==> src/include/ufc_pkg.sv <==
// constants shared by the serial frame and enable control block
// Notes on behaviour
// - parity: odd when select is 1, even when 0
// - two stop bits when selected, else one
// - break after buffered data: TX low at least 13 bits, until cleared
// - 9-bit format: ninth received bit in a read-only bit
// - 9-bit format: write-only ninth bit sent as ninth data bit
// - tx disable aborts sending, resets buffers, releases TX
// - transmitter drives TX only with both enables set
// - rx disable aborts reception, resets buffers, releases RX
// - receiver owns RX only with both enables set
// - baud speed bit: high-speed mode (1) or low-speed (0)
// - address detect: word with address bit 1 is an address
// - address detect and rx interrupt: every address word interrupts
// - address detect: word with address bit 0 dropped, no interrupt
// - wake enabled, serial clock off: RX falling edge requests wake
// - no RX wake-up while the serial clock runs
// - wake request interrupts when enabled; software restarts the clock
// - wake disabled: RX falling edge with clock off resumes nothing
// - rx interrupt enable gates all receiver interrupt requests
// - rx interrupt enabled: overrun or data available requests interrupt
// - tx idle interrupt enabled: transmitter idle requests interrupt
// - parity on: top data position carries parity
// - 8-bit timer: fH/(64(N+1)) low speed, fH/(16(N+1)) high speed
package ufc_pkg;
    // register addresses
    localparam logic [2:0] ADDR_CTRL_A = 3'h0;
    localparam logic [2:0] ADDR_CTRL_B = 3'h1;
    localparam logic [2:0] ADDR_BAUD = 3'h2;
    localparam logic [2:0] ADDR_DATA = 3'h3;
    localparam logic [2:0] ADDR_STATUS = 3'h4;
    // serial_control_a fields
    localparam int CA_GLOBAL_EN = 7;
    localparam int CA_NINE_BIT = 6;
    localparam int CA_PARITY_EN = 5;
    localparam int CA_PARITY_ODD = 4;
    localparam int CA_TWO_STOP = 3;
    localparam int CA_SEND_BREAK = 2;
    localparam int CA_RX_NINTH = 1;
    localparam int CA_TX_NINTH = 0;
    // serial_control_b fields
    localparam int CB_TX_EN = 7;
    localparam int CB_RX_EN = 6;
    localparam int CB_BAUD_HIGH = 5;
    localparam int CB_ADDR_DET = 4;
    localparam int CB_WAKE_EN = 3;
    localparam int CB_RX_IRQ_EN = 2;
    localparam int CB_TX_IDLE_IRQ_EN = 1;
    localparam int CB_TX_EMPTY_IRQ_EN = 0;
    // status fields
    localparam int ST_WAKE_REQ = 5;
    localparam int ST_OVERRUN = 4;
    localparam int ST_RX_IDLE = 3;
    localparam int ST_RX_AVAIL = 2;
    localparam int ST_TX_IDLE = 1;
    localparam int ST_TX_EMPTY = 0;
    // reset values
    localparam logic [7:0] CTRL_A_RST = 8'h00;
    localparam logic [7:0] CTRL_B_RST = 8'h00;
    localparam logic [7:0] BAUD_RST = 8'h00;
    // 16 samples per bit; low speed divides by 4 more
    localparam logic [3:0] OS_LAST = 4'hF;
    localparam logic [3:0] OS_MID = 4'h7;
    localparam logic [1:0] LOW_PRE_LAST = 2'h3;
    localparam logic [3:0] BREAK_BITS = 4'hD;
endpackage : ufc_pkg

==> src/logic/ufc_serial.sv <==
// serial transceiver with frame options, enables, address detect and rx wake
`timescale 1ns/1ps
module ufc_serial (
    // clock and reset
    input wire logic clk_i,
    input wire logic arst_n_i,
    // register port
    input wire logic [2:0] addr_i,
    input wire logic [7:0] wdata_i,
    input wire logic wr_i,
    input wire logic rd_i,
    output logic [7:0] rdata_o,
    // serial clock gate (fH off)
    input wire logic serial_clk_off_i,
    // serial pins
    input wire logic rx_i,
    output logic rx_ctrl_o,
    output logic tx_o,
    output logic tx_oe_o,
    // interrupt request
    output logic irq_o
);
    typedef enum logic [2:0] {TX_IDLE, TX_START, TX_DATA, TX_STOP, TX_BREAK} ufc_tx_e;
    typedef enum logic [1:0] {RX_IDLE, RX_START, RX_DATA, RX_STOP} ufc_rx_e;

    // register state
    logic [7:0] ctrl_a, next_ctrl_a;
    logic [7:0] ctrl_b, next_ctrl_b;
    logic [7:0] baud_div, next_baud_div;
    logic [7:0] tx_hold, next_tx_hold;
    logic hold_full, next_hold_full;
    logic [7:0] rx_data, next_rx_data;
    logic rx_ninth_bit, next_rx_ninth_bit;
    logic rx_data_available, next_rx_data_available;
    logic overrun_flag, next_overrun_flag;
    logic wake_req, next_wake_req;
    logic [7:0] rdata, next_rdata;
    logic irq, next_irq;
    // baud state
    logic [7:0] pre_cnt, next_pre_cnt;
    logic [1:0] quad_cnt, next_quad_cnt;
    // transmitter state
    ufc_tx_e tx_state, next_tx_state;
    logic [8:0] tx_shift, next_tx_shift;
    logic [3:0] tx_bitn, next_tx_bitn;
    logic [3:0] tx_os, next_tx_os;
    logic tx_stop2, next_tx_stop2;
    logic [3:0] brk_cnt, next_brk_cnt;
    logic tx_line, next_tx_line;
    // receiver state
    ufc_rx_e rx_state, next_rx_state;
    logic [8:0] rx_shift, next_rx_shift;
    logic [3:0] rx_bitn, next_rx_bitn;
    logic [3:0] rx_os, next_rx_os;
    logic rx_prev, next_rx_prev;
    logic rx_done, next_rx_done;

    // decoded controls
    logic global_en;
    logic nine_bit_select;
    logic parity_enable;
    logic parity_odd_select;
    logic two_stop_select;
    logic send_break;
    logic tx_ninth_bit;
    logic transmitter_enable;
    logic receiver_enable;
    logic baud_high_speed;
    logic address_detect_enable;
    logic wake_enable;
    logic rx_irq_enable;
    logic tx_idle_irq_enable;
    logic tx_empty_irq_enable;
    logic tx_run;
    logic rx_run;
    logic tick;
    logic tx_load;
    logic tx_idle_flag;
    logic rx_idle;
    logic [3:0] nbits_last;
    logic [8:0] tx_frame;
    logic tx_parity;
    logic [8:0] rx_word;
    logic addr_bit;
    logic rx_accept;
    logic data_rd;

    assign global_en = ctrl_a[ufc_pkg::CA_GLOBAL_EN];
    assign nine_bit_select = ctrl_a[ufc_pkg::CA_NINE_BIT];
    assign parity_enable = ctrl_a[ufc_pkg::CA_PARITY_EN];
    assign parity_odd_select = ctrl_a[ufc_pkg::CA_PARITY_ODD];
    assign two_stop_select = ctrl_a[ufc_pkg::CA_TWO_STOP];
    assign send_break = ctrl_a[ufc_pkg::CA_SEND_BREAK];
    assign tx_ninth_bit = ctrl_a[ufc_pkg::CA_TX_NINTH];
    assign transmitter_enable = ctrl_b[ufc_pkg::CB_TX_EN];
    assign receiver_enable = ctrl_b[ufc_pkg::CB_RX_EN];
    assign baud_high_speed = ctrl_b[ufc_pkg::CB_BAUD_HIGH];
    assign address_detect_enable = ctrl_b[ufc_pkg::CB_ADDR_DET];
    assign wake_enable = ctrl_b[ufc_pkg::CB_WAKE_EN];
    assign rx_irq_enable = ctrl_b[ufc_pkg::CB_RX_IRQ_EN];
    assign tx_idle_irq_enable = ctrl_b[ufc_pkg::CB_TX_IDLE_IRQ_EN];
    assign tx_empty_irq_enable = ctrl_b[ufc_pkg::CB_TX_EMPTY_IRQ_EN];

    assign tx_run = global_en & transmitter_enable;
    assign rx_run = global_en & receiver_enable;
    assign tx_idle_flag = ~hold_full & (tx_state == TX_IDLE);
    assign rx_idle = (rx_state == RX_IDLE);
    assign nbits_last = nine_bit_select ? 4'h8 : 4'h7;
    assign data_rd = rd_i & (addr_i == ufc_pkg::ADDR_DATA);

    // parity replaces the top data position
    assign tx_parity = (nine_bit_select ? ^tx_hold : ^tx_hold[6:0]) ^ parity_odd_select;
    always_comb begin
        tx_frame = {tx_ninth_bit & nine_bit_select, tx_hold};
        if (parity_enable) begin
            if (nine_bit_select) begin
                tx_frame[8] = tx_parity;
            end else begin
                tx_frame[7] = tx_parity;
            end
        end
    end

    // bits enter from the top; 8-bit words sit one place high
    assign rx_word = nine_bit_select ? rx_shift : {1'b0, rx_shift[8:1]};
    assign addr_bit = nine_bit_select ? rx_word[8] : rx_word[7];
    assign rx_accept = ~address_detect_enable | addr_bit;

    // baud generator; a stopped serial clock freezes the engine
    assign tick = global_en & ~serial_clk_off_i & (pre_cnt == baud_div)
                  & (baud_high_speed | (quad_cnt == ufc_pkg::LOW_PRE_LAST));
    always_comb begin
        next_pre_cnt = pre_cnt;
        next_quad_cnt = quad_cnt;
        if (!global_en) begin
            next_pre_cnt = 8'h00;
            next_quad_cnt = 2'h0;
        end else if (!serial_clk_off_i) begin
            if (pre_cnt == baud_div) begin
                next_pre_cnt = 8'h00;
                next_quad_cnt = baud_high_speed ? 2'h0 : quad_cnt + 2'h1;
            end else begin
                next_pre_cnt = pre_cnt + 8'h01;
            end
        end
    end

    always_ff @(posedge clk_i or negedge arst_n_i) begin
        if (!arst_n_i) begin
            pre_cnt <= 8'h00;
            quad_cnt <= 2'h0;
        end else begin
            pre_cnt <= next_pre_cnt;
            quad_cnt <= next_quad_cnt;
        end
    end

    // transmitter
    always_comb begin
        next_tx_state = tx_state;
        next_tx_shift = tx_shift;
        next_tx_bitn = tx_bitn;
        next_tx_os = tx_os;
        next_tx_stop2 = tx_stop2;
        next_brk_cnt = brk_cnt;
        next_tx_line = tx_line;
        tx_load = 1'b0;
        if (!tx_run) begin
            next_tx_state = TX_IDLE;
            next_tx_line = 1'b1;
            next_tx_os = 4'h0;
        end else begin
            unique case (tx_state)
                TX_IDLE: begin
                    // queued data goes out before any break
                    if (hold_full) begin
                        tx_load = 1'b1;
                        next_tx_shift = tx_frame;
                        next_tx_state = TX_START;
                        next_tx_os = 4'h0;
                        next_tx_line = 1'b0;
                    end else if (send_break) begin
                        next_tx_state = TX_BREAK;
                        next_brk_cnt = 4'h0;
                        next_tx_os = 4'h0;
                        next_tx_line = 1'b0;
                    end
                end
                TX_START: begin
                    if (tick) begin
                        next_tx_os = tx_os + 4'h1;
                        if (tx_os == ufc_pkg::OS_LAST) begin
                            next_tx_state = TX_DATA;
                            next_tx_bitn = nbits_last;
                            next_tx_line = tx_shift[0];
                        end
                    end
                end
                TX_DATA: begin
                    if (tick) begin
                        next_tx_os = tx_os + 4'h1;
                        if (tx_os == ufc_pkg::OS_LAST) begin
                            if (tx_bitn == 4'h0) begin
                                next_tx_state = TX_STOP;
                                next_tx_stop2 = two_stop_select;
                                next_tx_line = 1'b1;
                            end else begin
                                next_tx_shift = {1'b0, tx_shift[8:1]};
                                next_tx_bitn = tx_bitn - 4'h1;
                                next_tx_line = tx_shift[1];
                            end
                        end
                    end
                end
                TX_STOP: begin
                    if (tick) begin
                        next_tx_os = tx_os + 4'h1;
                        if (tx_os == ufc_pkg::OS_LAST) begin
                            if (tx_stop2) begin
                                next_tx_stop2 = 1'b0;
                            end else begin
                                next_tx_state = TX_IDLE;
                            end
                        end
                    end
                end
                TX_BREAK: begin
                    if (tick) begin
                        next_tx_os = tx_os + 4'h1;
                        if (tx_os == ufc_pkg::OS_LAST && brk_cnt != ufc_pkg::BREAK_BITS) begin
                            next_brk_cnt = brk_cnt + 4'h1;
                        end
                    end
                    if (brk_cnt == ufc_pkg::BREAK_BITS && !send_break) begin
                        next_tx_state = TX_IDLE;
                        next_tx_line = 1'b1;
                    end
                end
            endcase
        end
    end

    always_ff @(posedge clk_i or negedge arst_n_i) begin
        if (!arst_n_i) begin
            tx_state <= TX_IDLE;
            tx_shift <= 9'h000;
            tx_bitn <= 4'h0;
            tx_os <= 4'h0;
            tx_stop2 <= 1'b0;
            brk_cnt <= 4'h0;
            tx_line <= 1'b1;
        end else begin
            tx_state <= next_tx_state;
            tx_shift <= next_tx_shift;
            tx_bitn <= next_tx_bitn;
            tx_os <= next_tx_os;
            tx_stop2 <= next_tx_stop2;
            brk_cnt <= next_brk_cnt;
            tx_line <= next_tx_line;
        end
    end

    // receiver; rx_i taken as synchronous
    always_comb begin
        next_rx_state = rx_state;
        next_rx_shift = rx_shift;
        next_rx_bitn = rx_bitn;
        next_rx_os = rx_os;
        next_rx_done = 1'b0;
        next_rx_prev = rx_i;
        if (!rx_run) begin
            next_rx_state = RX_IDLE;
            next_rx_os = 4'h0;
        end else if (tick) begin
            next_rx_os = rx_os + 4'h1;
            unique case (rx_state)
                RX_IDLE: begin
                    next_rx_os = 4'h0;
                    if (!rx_i) begin
                        next_rx_state = RX_START;
                    end
                end
                RX_START: begin
                    // a glitch under half a bit is no start
                    if (rx_os == ufc_pkg::OS_MID) begin
                        next_rx_os = 4'h0;
                        next_rx_bitn = nbits_last;
                        next_rx_state = rx_i ? RX_IDLE : RX_DATA;
                    end
                end
                RX_DATA: begin
                    if (rx_os == ufc_pkg::OS_LAST) begin
                        next_rx_shift = {rx_i, rx_shift[8:1]};
                        if (rx_bitn == 4'h0) begin
                            next_rx_state = RX_STOP;
                        end else begin
                            next_rx_bitn = rx_bitn - 4'h1;
                        end
                    end
                end
                RX_STOP: begin
                    if (rx_os == ufc_pkg::OS_LAST) begin
                        next_rx_state = RX_IDLE;
                        next_rx_done = 1'b1;
                    end
                end
            endcase
        end
    end

    always_ff @(posedge clk_i or negedge arst_n_i) begin
        if (!arst_n_i) begin
            rx_state <= RX_IDLE;
            rx_shift <= 9'h000;
            rx_bitn <= 4'h0;
            rx_os <= 4'h0;
            rx_prev <= 1'b1;
            rx_done <= 1'b0;
        end else begin
            rx_state <= next_rx_state;
            rx_shift <= next_rx_shift;
            rx_bitn <= next_rx_bitn;
            rx_os <= next_rx_os;
            rx_prev <= next_rx_prev;
            rx_done <= next_rx_done;
        end
    end

    // registers, flags and interrupt request
    always_comb begin
        next_ctrl_a = ctrl_a;
        next_ctrl_b = ctrl_b;
        next_baud_div = baud_div;
        next_tx_hold = tx_hold;
        next_hold_full = hold_full;
        next_rx_data = rx_data;
        next_rx_ninth_bit = rx_ninth_bit;
        next_rx_data_available = rx_data_available;
        next_overrun_flag = overrun_flag;
        next_wake_req = wake_req;
        next_rdata = 8'h00;
        if (tx_load) begin
            next_hold_full = 1'b0;
        end
        if (data_rd) begin
            next_rx_data_available = 1'b0;
            next_overrun_flag = 1'b0;
        end
        if (wr_i) begin
            unique case (addr_i)
                ufc_pkg::ADDR_CTRL_A: next_ctrl_a = wdata_i;
                ufc_pkg::ADDR_CTRL_B: next_ctrl_b = wdata_i;
                ufc_pkg::ADDR_BAUD: next_baud_div = wdata_i;
                ufc_pkg::ADDR_DATA: begin
                    next_tx_hold = wdata_i;
                    next_hold_full = 1'b1;
                end
                default: ;
            endcase
        end
        // a word arriving with a read of the data register still lands
        if (rx_done && rx_accept) begin
            if (rx_data_available && !data_rd) begin
                next_overrun_flag = 1'b1;
            end else begin
                next_rx_data = rx_word[7:0];
                next_rx_ninth_bit = rx_word[8];
                next_rx_data_available = 1'b1;
            end
        end
        if (!next_ctrl_b[ufc_pkg::CB_TX_EN]) begin
            next_hold_full = 1'b0;
        end
        if (!next_ctrl_b[ufc_pkg::CB_RX_EN]) begin
            next_rx_data_available = 1'b0;
            next_overrun_flag = 1'b0;
        end
        if (!next_ctrl_a[ufc_pkg::CA_GLOBAL_EN]) begin
            next_ctrl_b[ufc_pkg::CB_TX_EN] = 1'b0;
            next_ctrl_b[ufc_pkg::CB_RX_EN] = 1'b0;
            next_ctrl_a[ufc_pkg::CA_SEND_BREAK] = 1'b0;
            next_hold_full = 1'b0;
            next_rx_data_available = 1'b0;
            next_overrun_flag = 1'b0;
        end
        // wake request lives only while the serial clock is off
        if (!serial_clk_off_i) begin
            next_wake_req = 1'b0;
        end
        if (serial_clk_off_i && wake_enable && rx_prev && !rx_i) begin
            next_wake_req = 1'b1;
        end
        if (rd_i) begin
            unique case (addr_i)
                ufc_pkg::ADDR_CTRL_A: begin
                    next_rdata = ctrl_a;
                    next_rdata[ufc_pkg::CA_RX_NINTH] = rx_ninth_bit;
                    next_rdata[ufc_pkg::CA_TX_NINTH] = 1'b0;
                end
                ufc_pkg::ADDR_CTRL_B: next_rdata = ctrl_b;
                ufc_pkg::ADDR_BAUD: next_rdata = baud_div;
                ufc_pkg::ADDR_DATA: next_rdata = rx_data;
                ufc_pkg::ADDR_STATUS: begin
                    next_rdata[ufc_pkg::ST_WAKE_REQ] = wake_req;
                    next_rdata[ufc_pkg::ST_OVERRUN] = overrun_flag;
                    next_rdata[ufc_pkg::ST_RX_IDLE] = rx_idle;
                    next_rdata[ufc_pkg::ST_RX_AVAIL] = rx_data_available;
                    next_rdata[ufc_pkg::ST_TX_IDLE] = tx_idle_flag;
                    next_rdata[ufc_pkg::ST_TX_EMPTY] = ~hold_full;
                end
                default: ;
            endcase
        end
        next_irq = (rx_irq_enable & (rx_data_available | overrun_flag | wake_req))
                   | (tx_idle_irq_enable & tx_idle_flag)
                   | (tx_empty_irq_enable & ~hold_full);
    end

    always_ff @(posedge clk_i or negedge arst_n_i) begin
        if (!arst_n_i) begin
            ctrl_a <= ufc_pkg::CTRL_A_RST;
            ctrl_b <= ufc_pkg::CTRL_B_RST;
            baud_div <= ufc_pkg::BAUD_RST;
            tx_hold <= 8'h00;
            hold_full <= 1'b0;
            rx_data <= 8'h00;
            rx_ninth_bit <= 1'b0;
            rx_data_available <= 1'b0;
            overrun_flag <= 1'b0;
            wake_req <= 1'b0;
            rdata <= 8'h00;
            irq <= 1'b0;
        end else begin
            ctrl_a <= next_ctrl_a;
            ctrl_b <= next_ctrl_b;
            baud_div <= next_baud_div;
            tx_hold <= next_tx_hold;
            hold_full <= next_hold_full;
            rx_data <= next_rx_data;
            rx_ninth_bit <= next_rx_ninth_bit;
            rx_data_available <= next_rx_data_available;
            overrun_flag <= next_overrun_flag;
            wake_req <= next_wake_req;
            rdata <= next_rdata;
            irq <= next_irq;
        end
    end

    assign rdata_o = rdata;
    assign tx_o = tx_line | ~tx_run;
    assign tx_oe_o = tx_run;
    assign rx_ctrl_o = rx_run;
    assign irq_o = irq;
endmodule : ufc_serial

==> config.mk <==
export PLATFORM = sky130hd
export DESIGN_NAME = ufc_serial
export DESIGN_NICKNAME = d
export VERILOG_FILES = /design/src/include/ufc_pkg.sv /design/src/logic/ufc_serial.sv
export SDC_FILE = /design/constraint.sdc
export NUM_CORES = 1
export LEC_CHECK = 0
export BUFFER_PORTS_ARGS = -buffer_cell sky130_fd_sc_hd__buf_2
export CORE_UTILIZATION = 42
export DETAILED_ROUTE_END_ITERATION = 8
export SYNTH_ARGS = -nofsm -noshare
export SYNTH_HDL_FRONTEND = slang
export SYNTH_SLANG_ARGS = --single-unit
==> constraint.sdc <==
create_clock -name clk_i -period 2.99 [get_ports clk_i]
set_clock_uncertainty 0.1 [all_clocks]
set_input_delay 0.299 -clock clk_i [delete_from_list [all_inputs] [get_ports clk_i]]
set_output_delay 0.299 -clock clk_i [all_outputs]
set_load 0.01 [all_outputs]
---- Word level (Yosys, flattened, before mapping) ----
Index checks and enable logic that the tools add are counted.
Widths: inputs -> output; s select.
cells by class
  add/subtract/negate cells ............... 7
  equality and inequality tests ........... 57
  mux-type cells .......................... 113
  bitwise operators ....................... 24
  reduce and logical (&&, ||, !) cells .... 40
operator list
  operator             count
  $mux 4               19
  $mux 8               8
  $mux 9               5
  $mux 1               43
  $ne 3x3->1 const B   14
  $pmux 4 s2           5
  $mux 3               12
  $ne 2x2->1 const B   18
  $pmux 6 s5           1
  $mux 2               14
  $reduce_and 6->1     4
  $reduce_and 7->1     3
  $pmux 9 s2           1
  $pmux 2 s4           2
  $reduce_and 2->1     8
  $pmux 3 s5           1
  $add 4x1->4 const B  3
  $eq 3x2->1 const B   4
  $eq 4x4->1 const B   3
  $and 1x1->1          11
  $reduce_and 10->1    1
  $reduce_bool 2->1    5
  $add 8x1->8 const B  1
  $eq 8x8->1           1
  25 further kinds     54
storage, ports and cells
  register bits ........................... 111
  bits of input ports ..................... 17
  output and inout bits ................... 12
  logic and storage cells ................. 271

---- Longest topological paths before layout ----
Gate-level depths: netlist (run 1).
  depth in word-level cells ............... 8
  mapped depth ............................ 7
  mapped depth without buffers ............ 7

---- Worst setup path before layout (run 1) ----
OpenSTA, ideal clock, no wires.
  path type ............................... flip-flop to flip-flop
  start ................................... register pre_cnt[3]
  end ..................................... register tx_shift[0]
  library setup time ...................... 0.125 ns
  arrival ................................. 2.129 ns
  required time ........................... 2.765 ns
  path slack .............................. 0.637 ns
  stages on the path, launching flop included .. 6
  path buffers ............................ 0
  period minus slack after synthesis ...... 2.353 ns
  cell sequence ........................... dfrtp_1 -> xor2_1 -> nor4_4 -> nand4_4 -> o31ai_4 -> mux2_2
on the way
  longest elaborated chain between the ends .. 5
RTL lines
  item                               RTL line           RTL
  start: declaration                 ufc_serial.sv:40   logic [7:0] pre_cnt, next_pre_cnt;
  start signal: assignment           ufc_serial.sv:153  pre_cnt <= next_pre_cnt;
  $eq 8x8->1                         ufc_serial.sv:130  assign tick = global_en & ~serial_clk_off_i & (pre_cnt == baud_div)
  $and 1x1->1                        ufc_serial.sv:130
  $and 1x1->1                        ufc_serial.sv:131  & (baud_high_speed | (quad_cnt == ufc_pkg::LOW_PRE_LAST));
  $ne 2x2->1 (no source line)        n/a
  $reduce_and 6->1 (no source line)  n/a
  end signal: assignment             ufc_serial.sv:254  tx_shift <= next_tx_shift;
  end: declaration                   ufc_serial.sv:44   logic [8:0] tx_shift, next_tx_shift;
Every way passes these cells.
A chain may end at the register's enable or synchronous reset.

---- Worst setup path after layout (run 1) ----
  start ................................... register pre_cnt[3]
  end ..................................... register rx_shift[7]
on the way
  longest elaborated chain between the ends .. 4
RTL lines
  item                               RTL line           RTL
  $eq 8x8->1                         ufc_serial.sv:130
  $and 1x1->1                        ufc_serial.sv:130
  $and 1x1->1                        ufc_serial.sv:131
  $reduce_and 4->1 (no source line)  n/a
  end signal: assignment             ufc_serial.sv:321  rx_shift <= next_rx_shift;
  end: declaration                   ufc_serial.sv:52   logic [8:0] rx_shift, next_rx_shift;
Every way passes these cells.

==> flow_summary.toml, run 1 <==
[synth]
synth.distinct_cells = 65
synth_area_um2 = 5890
synth_nets = 595
synth.top_cell.area_share = 0.459
synth-seq-cells = 110
yosysTopAreaCell = "dfrtp_1"
post-synth-top-count-cell = "dfrtp_1"
synth_common_cells = "108 x dfrtp_1, 51 x nand2_1, 49 x mux2_2"
synth_area_leaders = "dfrtp_1 46%, mux2_2 9.4%, nand2_1 3.3%, a21oi_1 2.9%, mux2i_1 2.9%"
async_reset_ff_frac = 1.00
yosysWarnings = 0
synth_cells = 570
seq_area_frac_synth = 0.468
synth.avg_cell_area_um2 = 10.3
synth_edf_count = 0
ys.flop_type = "dfrtp_1"

[clock_tree]
cts_tree = "built"
cts_root_buf = "clkbuf_16"
cts.sinks = 110
cts_made_buffers = 9
htree_levels = 3
insertion_delay_ns = 0.35
clkTransAtPathRegs_ns = 0.07
clock_path_buffers = 2

[layout]
seq_area_um2 = 2760
design_area_um2 = 6530
num-fill-cells = 1298
n_antenna_cell = 0
area_delta_synth_final_pct = 10.9
drive_gt1_frac = 0.201
multi_input_area_um2 = 2940
layout.nets = 617

[floorplanning]
die_x_um = 120
boundaryPins = 29
core-area_um2 = 13500
die_y_um = 120
start_util = 0.438
rows = 42
die_area_um2 = 14500

[critical_path]
cp.required_ns = 3.13
crit_arrival_ns = 2.79
r2r_end = "rx_shift[7]$_DFFE_PN0P_"
max_stage_delay_ns = 0.55
endpoint_kind = "flip-flop"
critPathLaunchType = "flip-flop"
cp-startpoint = "pre_cnt[3]$_DFFE_PN0P_"
critPathSlowestCell = "nor4_4"
rrSetupSlack_ns = 0.34
cp_cell_sequence = "xor2_1 > nor4_4 > nand3_4 > nor3_4 > mux2_2"
regToRegStartpoint = "pre_cnt[3]$_DFFE_PN0P_"
cp_max_fo = 19
r2r_cells = 5
critPathKind = "flip-flop to flip-flop"

[sta]
fmax_ghz = 0.378
min_period_ns = 2.65
worst_hold_slack_ns = 0.125
setup_violations = 0
min_period_over_period = 0.885
hold_violations = 0
worst_pin_slew_ns = 0.856
slew_headroom = 0.429
rsz0062_at_grt = "no"
fin_setup_tns_ns = 0
final_max_slew_viol_count = 0

[global_route]
grt_pass1_vias = 4415
overflow = 0
track_usage = 0.206
antenna_found_initial = 0
grt_pass1_wl_mm = 23.1
grt_max_degree = 71

[routing]
vias_per_cell = 5.74
drt_iter0_drc = 279
drc = 0
ant_nets = 0
first_pass_iters = 5
wirelength_mm = 13.7
routed-via-count = 4432
drt-wirelength-per-cell_um = 17.8

[hold_path]
min_to = "baud_div[5]$_DFFE_PN0P_"
holdCritPathClass = "input pin to flip-flop"
hold_depth = 2
worstHoldStart = "wdata_i[5]"

[placement]
place_congestion = 0.834
post_dp_cell_area_um2 = 6210
portBuffers = 28
dp_hpwl_mm = 9.83

[flow_run]
maxCapViolCount = 0

[pwr]
vdd_drop_max_v = 0.000317
power_density_nw_per_um2 = 541
p_leak_nw = 2.80

[outcome]
run_status = "completed"
-- worst max path at each step --
stage	slack, ns	depth (start not counted)	to
floorplan	0.64	5	tx_shift[0]$_DFFE_PN0P_
global placement	0.46	5	rx_shift[6]$_DFFE_PN0P_
detailed placement	0.36	5	rx_shift[1]$_DFFE_PN0P_
CTS	0.34	5	rx_shift[1]$_DFFE_PN0P_
global route	0.12	6	brk_cnt[2]$_DFFE_PN0P_
finish	0.34	5	rx_shift[7]$_DFFE_PN0P_
-- per-stage QoR --
step | utilization | total power [W] | std cells | setup slack (ns)
floorplan | - | 0.00213 | 570 | 0.637
global placement | 0.462 | 0.00231 | 755 | 0.461
detailed placement | 0.462 | 0.00233 | 755 | 0.360
CTS | 0.485 | 0.00355 | 772 | 0.337
global route | 0.485 | 0.00369 | 772 | 0.123
finish | 0.485 | 0.00353 | 772 | 0.345
-- state kept, by name, indices dropped and copies added, names as in the netlist, 2 cells and up --
name / flops
rx_bitn: 4
brk_cnt: 4
rdata_o: 8
quad_cnt: 2
rx_shift: 9
tx_bitn: 4
tx_state: 3
ctrl_b: 8
rx_state: 2
tx_os: 4
rx_data: 8
pre_cnt: 8
rx_os: 4
tx_shift: 9
tx_hold: 8
ctrl_a: 7
baud_div: 8
-- metal layers --
| layer | GRT usage | vias to the layer above | share of wire |
|---|---|---|---|
| met4 | 0.0671 | 0 | 0.013 |
| li1 | - | 2096 | - |
| met5 | 0 | - | 0 |
| met3 | 0.0330 | 13 | 0.036 |
| met2 | 0.330 | 89 | 0.47 |
| met1 | 0.286 | 2234 | 0.48 |
-- worst max-delay path: cells and delay by family (launching register included) --
family	cells	cell delay, ns
XOR/XNOR	1	0.19
flip-flops	1	0.44
AND/OR/NAND/NOR	3	1.40
multiplexers	1	0.40
-- kinds of logic after synthesis --
logic type / count (synthesis) / share of synthesized area
AOI/OAI and AO/OA: 122 / 0.136
xor gates and xnor gates: 21 / 0.0338
adders and majority gates: 9 / 0.0187
buffers and inverters: 46 / 0.0323
DFF: 110 / 0.468
muxes: 69 / 0.134
and+or+nand+nor: 193 / 0.178
-- layout by cell type, fill, tap and decap left out, drive strengths merged, types with 9 or more instances in the layout --
cell / Yosys / routed
a21oi: 34 / 34
a31oi: 9 / 9
buf: 5 / 37
clkbuf: 23 / 12
dfrtp: 108 / 108
inv: 18 / 18
mux2: 49 / 49
mux2i: 17 / 17
nand2: 51 / 51
nand3: 21 / 21
nor2: 46 / 46
nor2b: 12 / 12
nor3: 12 / 12
o21ai: 28 / 28
o31ai: 9 / 9
xnor2: 9 / 9
xor2: 11 / 11
-- power breakdown --
group | switching (W) | internal (W) | total [W]
Sequential | 0.000117 | 0.00159 | 0.00171
Combinational | 0.000298 | 0.000293 | 0.000591
Clock | 0.000540 | 0.000692 | 0.00123
-- repair_timing --
item | 4_1_cts | 5_1_grt
hold buffers | 2 | 0
endpoints found under the setup margin | 0 | 0
resized for setup | 0 | 0
buffers inserted | 0 | 0
endpoints found under the hold margin | 40 | 0
-- final cells by class --
class	count	share of cell area
clock buffer	12	0.0393
clock inverter	3	0.00671
inverter	18	0.0103
multi-input combinational	414	0.451
sequential	110	0.422
tap	176	0.0337
timing repair buffer	39	0.0372
(Power assumes the default switching activity.)
==> run 2: changes to the inputs <==
Settings changed: ABC_AREA set to 1.
==> flow_summary.toml, run 2 <==
[synth]
yosysTopAreaCell = "dfrtp_1"
synth_nets = 757
synth_cells = 732
seq_area_frac_synth = 0.478
synth_common_cells = "206 x nand2_1, 108 x dfrtp_1, 102 x inv_1"
synth.top_cell.area_share = 0.469
synth_area_um2 = 5760
synth-seq-cells = 110
synth_top_family_by_area = "simple AND/OR/NAND/NOR gates"
synth.distinct_cells = 47
synth_compound_area_frac = 0.156
async_reset_ff_frac = 1.00
synth_simple_gate_area_frac = 0.239
synthXorXnorAreaFrac = 0.0167
synth_area_leaders = "dfrtp_1 47%, nand2_1 13%, inv_1 6.6%, o21ai_0 6.1%, nor2_1 3.5%"
synth.avg_cell_area_um2 = 7.87
ys.flop_type = "dfrtp_1"
synth_edf_count = 0
muxShareOfSynthArea = 0.00869
post-synth-top-count-cell = "nand2_1"
yosysWarnings = 0
synth-adder-area-share = 0.0174

[routing]
ant_nets = 0
drt_iter0_drc = 358
vias_per_cell = 5.21
drt-wirelength-per-cell_um = 14.8
routed-via-count = 4919
drc = 0
wirelength_mm = 14.0
first_pass_iters = 7

[critical_path]
path_delay_family = "simple AND/OR/NAND/NOR gates"
crit_buf_inv = 4
endpoint_kind = "flip-flop"
critPathKind = "flip-flop to flip-flop"
max_stage_delay_ns = 0.41
critPathLaunchType = "flip-flop"
crit_arrival_ns = 2.28
cp_cell_sequence = "inv_1 > nand3_2 > nor2_1 > inv_1 > o211ai_1 > inv_1 > nand2_1 > inv_1 > nand2_1 > nand2_1 > nand2_1"
cp.required_ns = 3.18
critPathSlowestCell = "dfrtp_1"
cp_max_fo = 18

[sta]
rsz0062_at_grt = "no"
slew_headroom = 0.538
final_max_slew_viol_count = 0
fmax_ghz = 0.477
min_period_over_period = 0.700
worst_pin_slew_ns = 0.693
fin_setup_tns_ns = 0
min_period_ns = 2.09
setup_violations = 0
hold_violations = 0
layout_setup_ws_ns = 0.896

[hold_path]
holdCritPathClass = "input pin to flip-flop"

[flow_run]
maxCapViolCount = 0

[floorplanning]
die_area_um2 = 14200
core-area_um2 = 13300
die_x_um = 119
die_y_um = 119
start_util = 0.433
boundaryPins = 29
rows = 42

[clock_tree]
holdBufCountCts = 2
cts_made_buffers = 9
post-cts-setup-buffers = 0
clkTransAtPathRegs_ns = 0.08
post_cts_resized = 0
cts_tree = "built"
clock_path_buffers = 2
cts_root_buf = "clkbuf_16"
cts.sinks = 110
htree_levels = 3
insertion_delay_ns = 0.36

[placement]
post_dp_cell_area_um2 = 6080
place_congestion = 0.949
portBuffers = 28
pre_cts_ws_ns = 0.772
dp_hpwl_mm = 10.5

[outcome]
run_status = "completed"

[pwr]
pwr-share-comb = 0.135
p_clk_frac = 0.384
p_seq_frac = 0.480
swShare = 0.276
p_int_w = 0.00253
power.switching_w = 0.000965
p_leak_nw = 3.15
vdd_drop_max_v = 0.000308
power_density_nw_per_um2 = 542

[layout]
area_delta_synth_final_pct = 11.8
drive_gt1_frac = 0.103
layout_commonest_cell = "nand2_1"
layout.nets = 788
final_util = 0.484
n_antenna_cell = 0
final_cell_mix = "206 x nand2_1, 108 x dfrtp_1, 102 x inv_1"
design_area_um2 = 6440
top_regs = "rx_shift: 9 flops, tx_shift: 9 flops"

[global_route]
track_usage = 0.216
grt_pass1_vias = 4899
antenna_found_initial = 0
grt_max_degree = 63
grt_pass1_wl_mm = 23.9
overflow = 0
run 2: layout make-up:
cell class,instances,area [µm²]
repair buffers,32,190
multi-input cells,499,2520
flip-flops and latches,110,2760
clock buffers,12,256
clock inverters,4,77.6
fillers,1300,6860
inverters,111,417
well taps,176,220
run 2: metrics by stage:
step,hold slack [ns],total power (W),cells
2_1_floorplan,-0.0966,0.00200,732
3_3_place_gp,0.104,0.00216,926
3_5_place_dp,0.106,0.00217,926
4_1_cts,0.0572,0.00353,944
5_1_grt,0.0567,0.00366,944
6_report,0.0658,0.00349,944
run 2: metal layers:
layer	vias to the layer above	share of wire	global-route usage
met5	-	0	0
met4	0	0.024	0.0704
met3	26	0.049	0.0517
met2	132	0.48	0.358
met1	2331	0.45	0.277
li1	2430	-	-
run 2: power by group through the flow:
stage                     sequential, W  combinational (W)  clock (W)
after CTS                       0.00168           0.000477    0.00137
final                           0.00168           0.000473    0.00134
after global routing            0.00169           0.000548    0.00143
after detailed placement        0.00170           0.000472          0
after floorplan                 0.00166           0.000339          0
after global placement          0.00170           0.000463          0
run 2: logic make-up after synthesis:
| kind of cell | Yosys count |
|---|---|
| compound gates | 151 |
| xor+xnor | 11 |
| fa+ha+maj | 8 |
| buf+inv | 123 |
| flops | 110 |
| mux | 5 |
| simple gates | 324 |
run 2: final timing paths:
| kind | startpoint | to | slack, ns | cells past startpoint |
|---|---|---|---|---|
| setup reg to reg | tx_state[0]$_DFFE_PN0P_ | tx_bitn[2]$_DFFE_PN0P_ | 0.90 | 11 |
| hold / removal | wdata_i[4] | ctrl_a[4]$_DFFE_PN0P_ | 0.07 | 3 |
| min in group asynchronous | arst_n_i | tx_shift[8]$_DFFE_PN0P_ | 0.27 | 2 |
| max in group asynchronous | arst_n_i | tx_stop2$_DFFE_PN0P_ | 1.82 | 3 |
| hold reg to reg | tx_shift[2]$_DFFE_PN0P_ | tx_shift[2]$_DFFE_PN0P_ | 0.38 | 2 |
| setup / recovery | tx_state[0]$_DFFE_PN0P_ | tx_bitn[2]$_DFFE_PN0P_ | 0.90 | 11 |
run 2: worst register-to-register path, stage by stage (launching register included):
cell and delay (ns):
dfrtp_1 0.41, inv_1 0.14, nand3_2 0.38, nor2_1 0.37
inv_1 0.09, o211ai_1 0.09, inv_1 0.06, nand2_1 0.09
inv_1 0.04, nand2_1 0.14, nand2_1 0.07, nand2_1 0.07
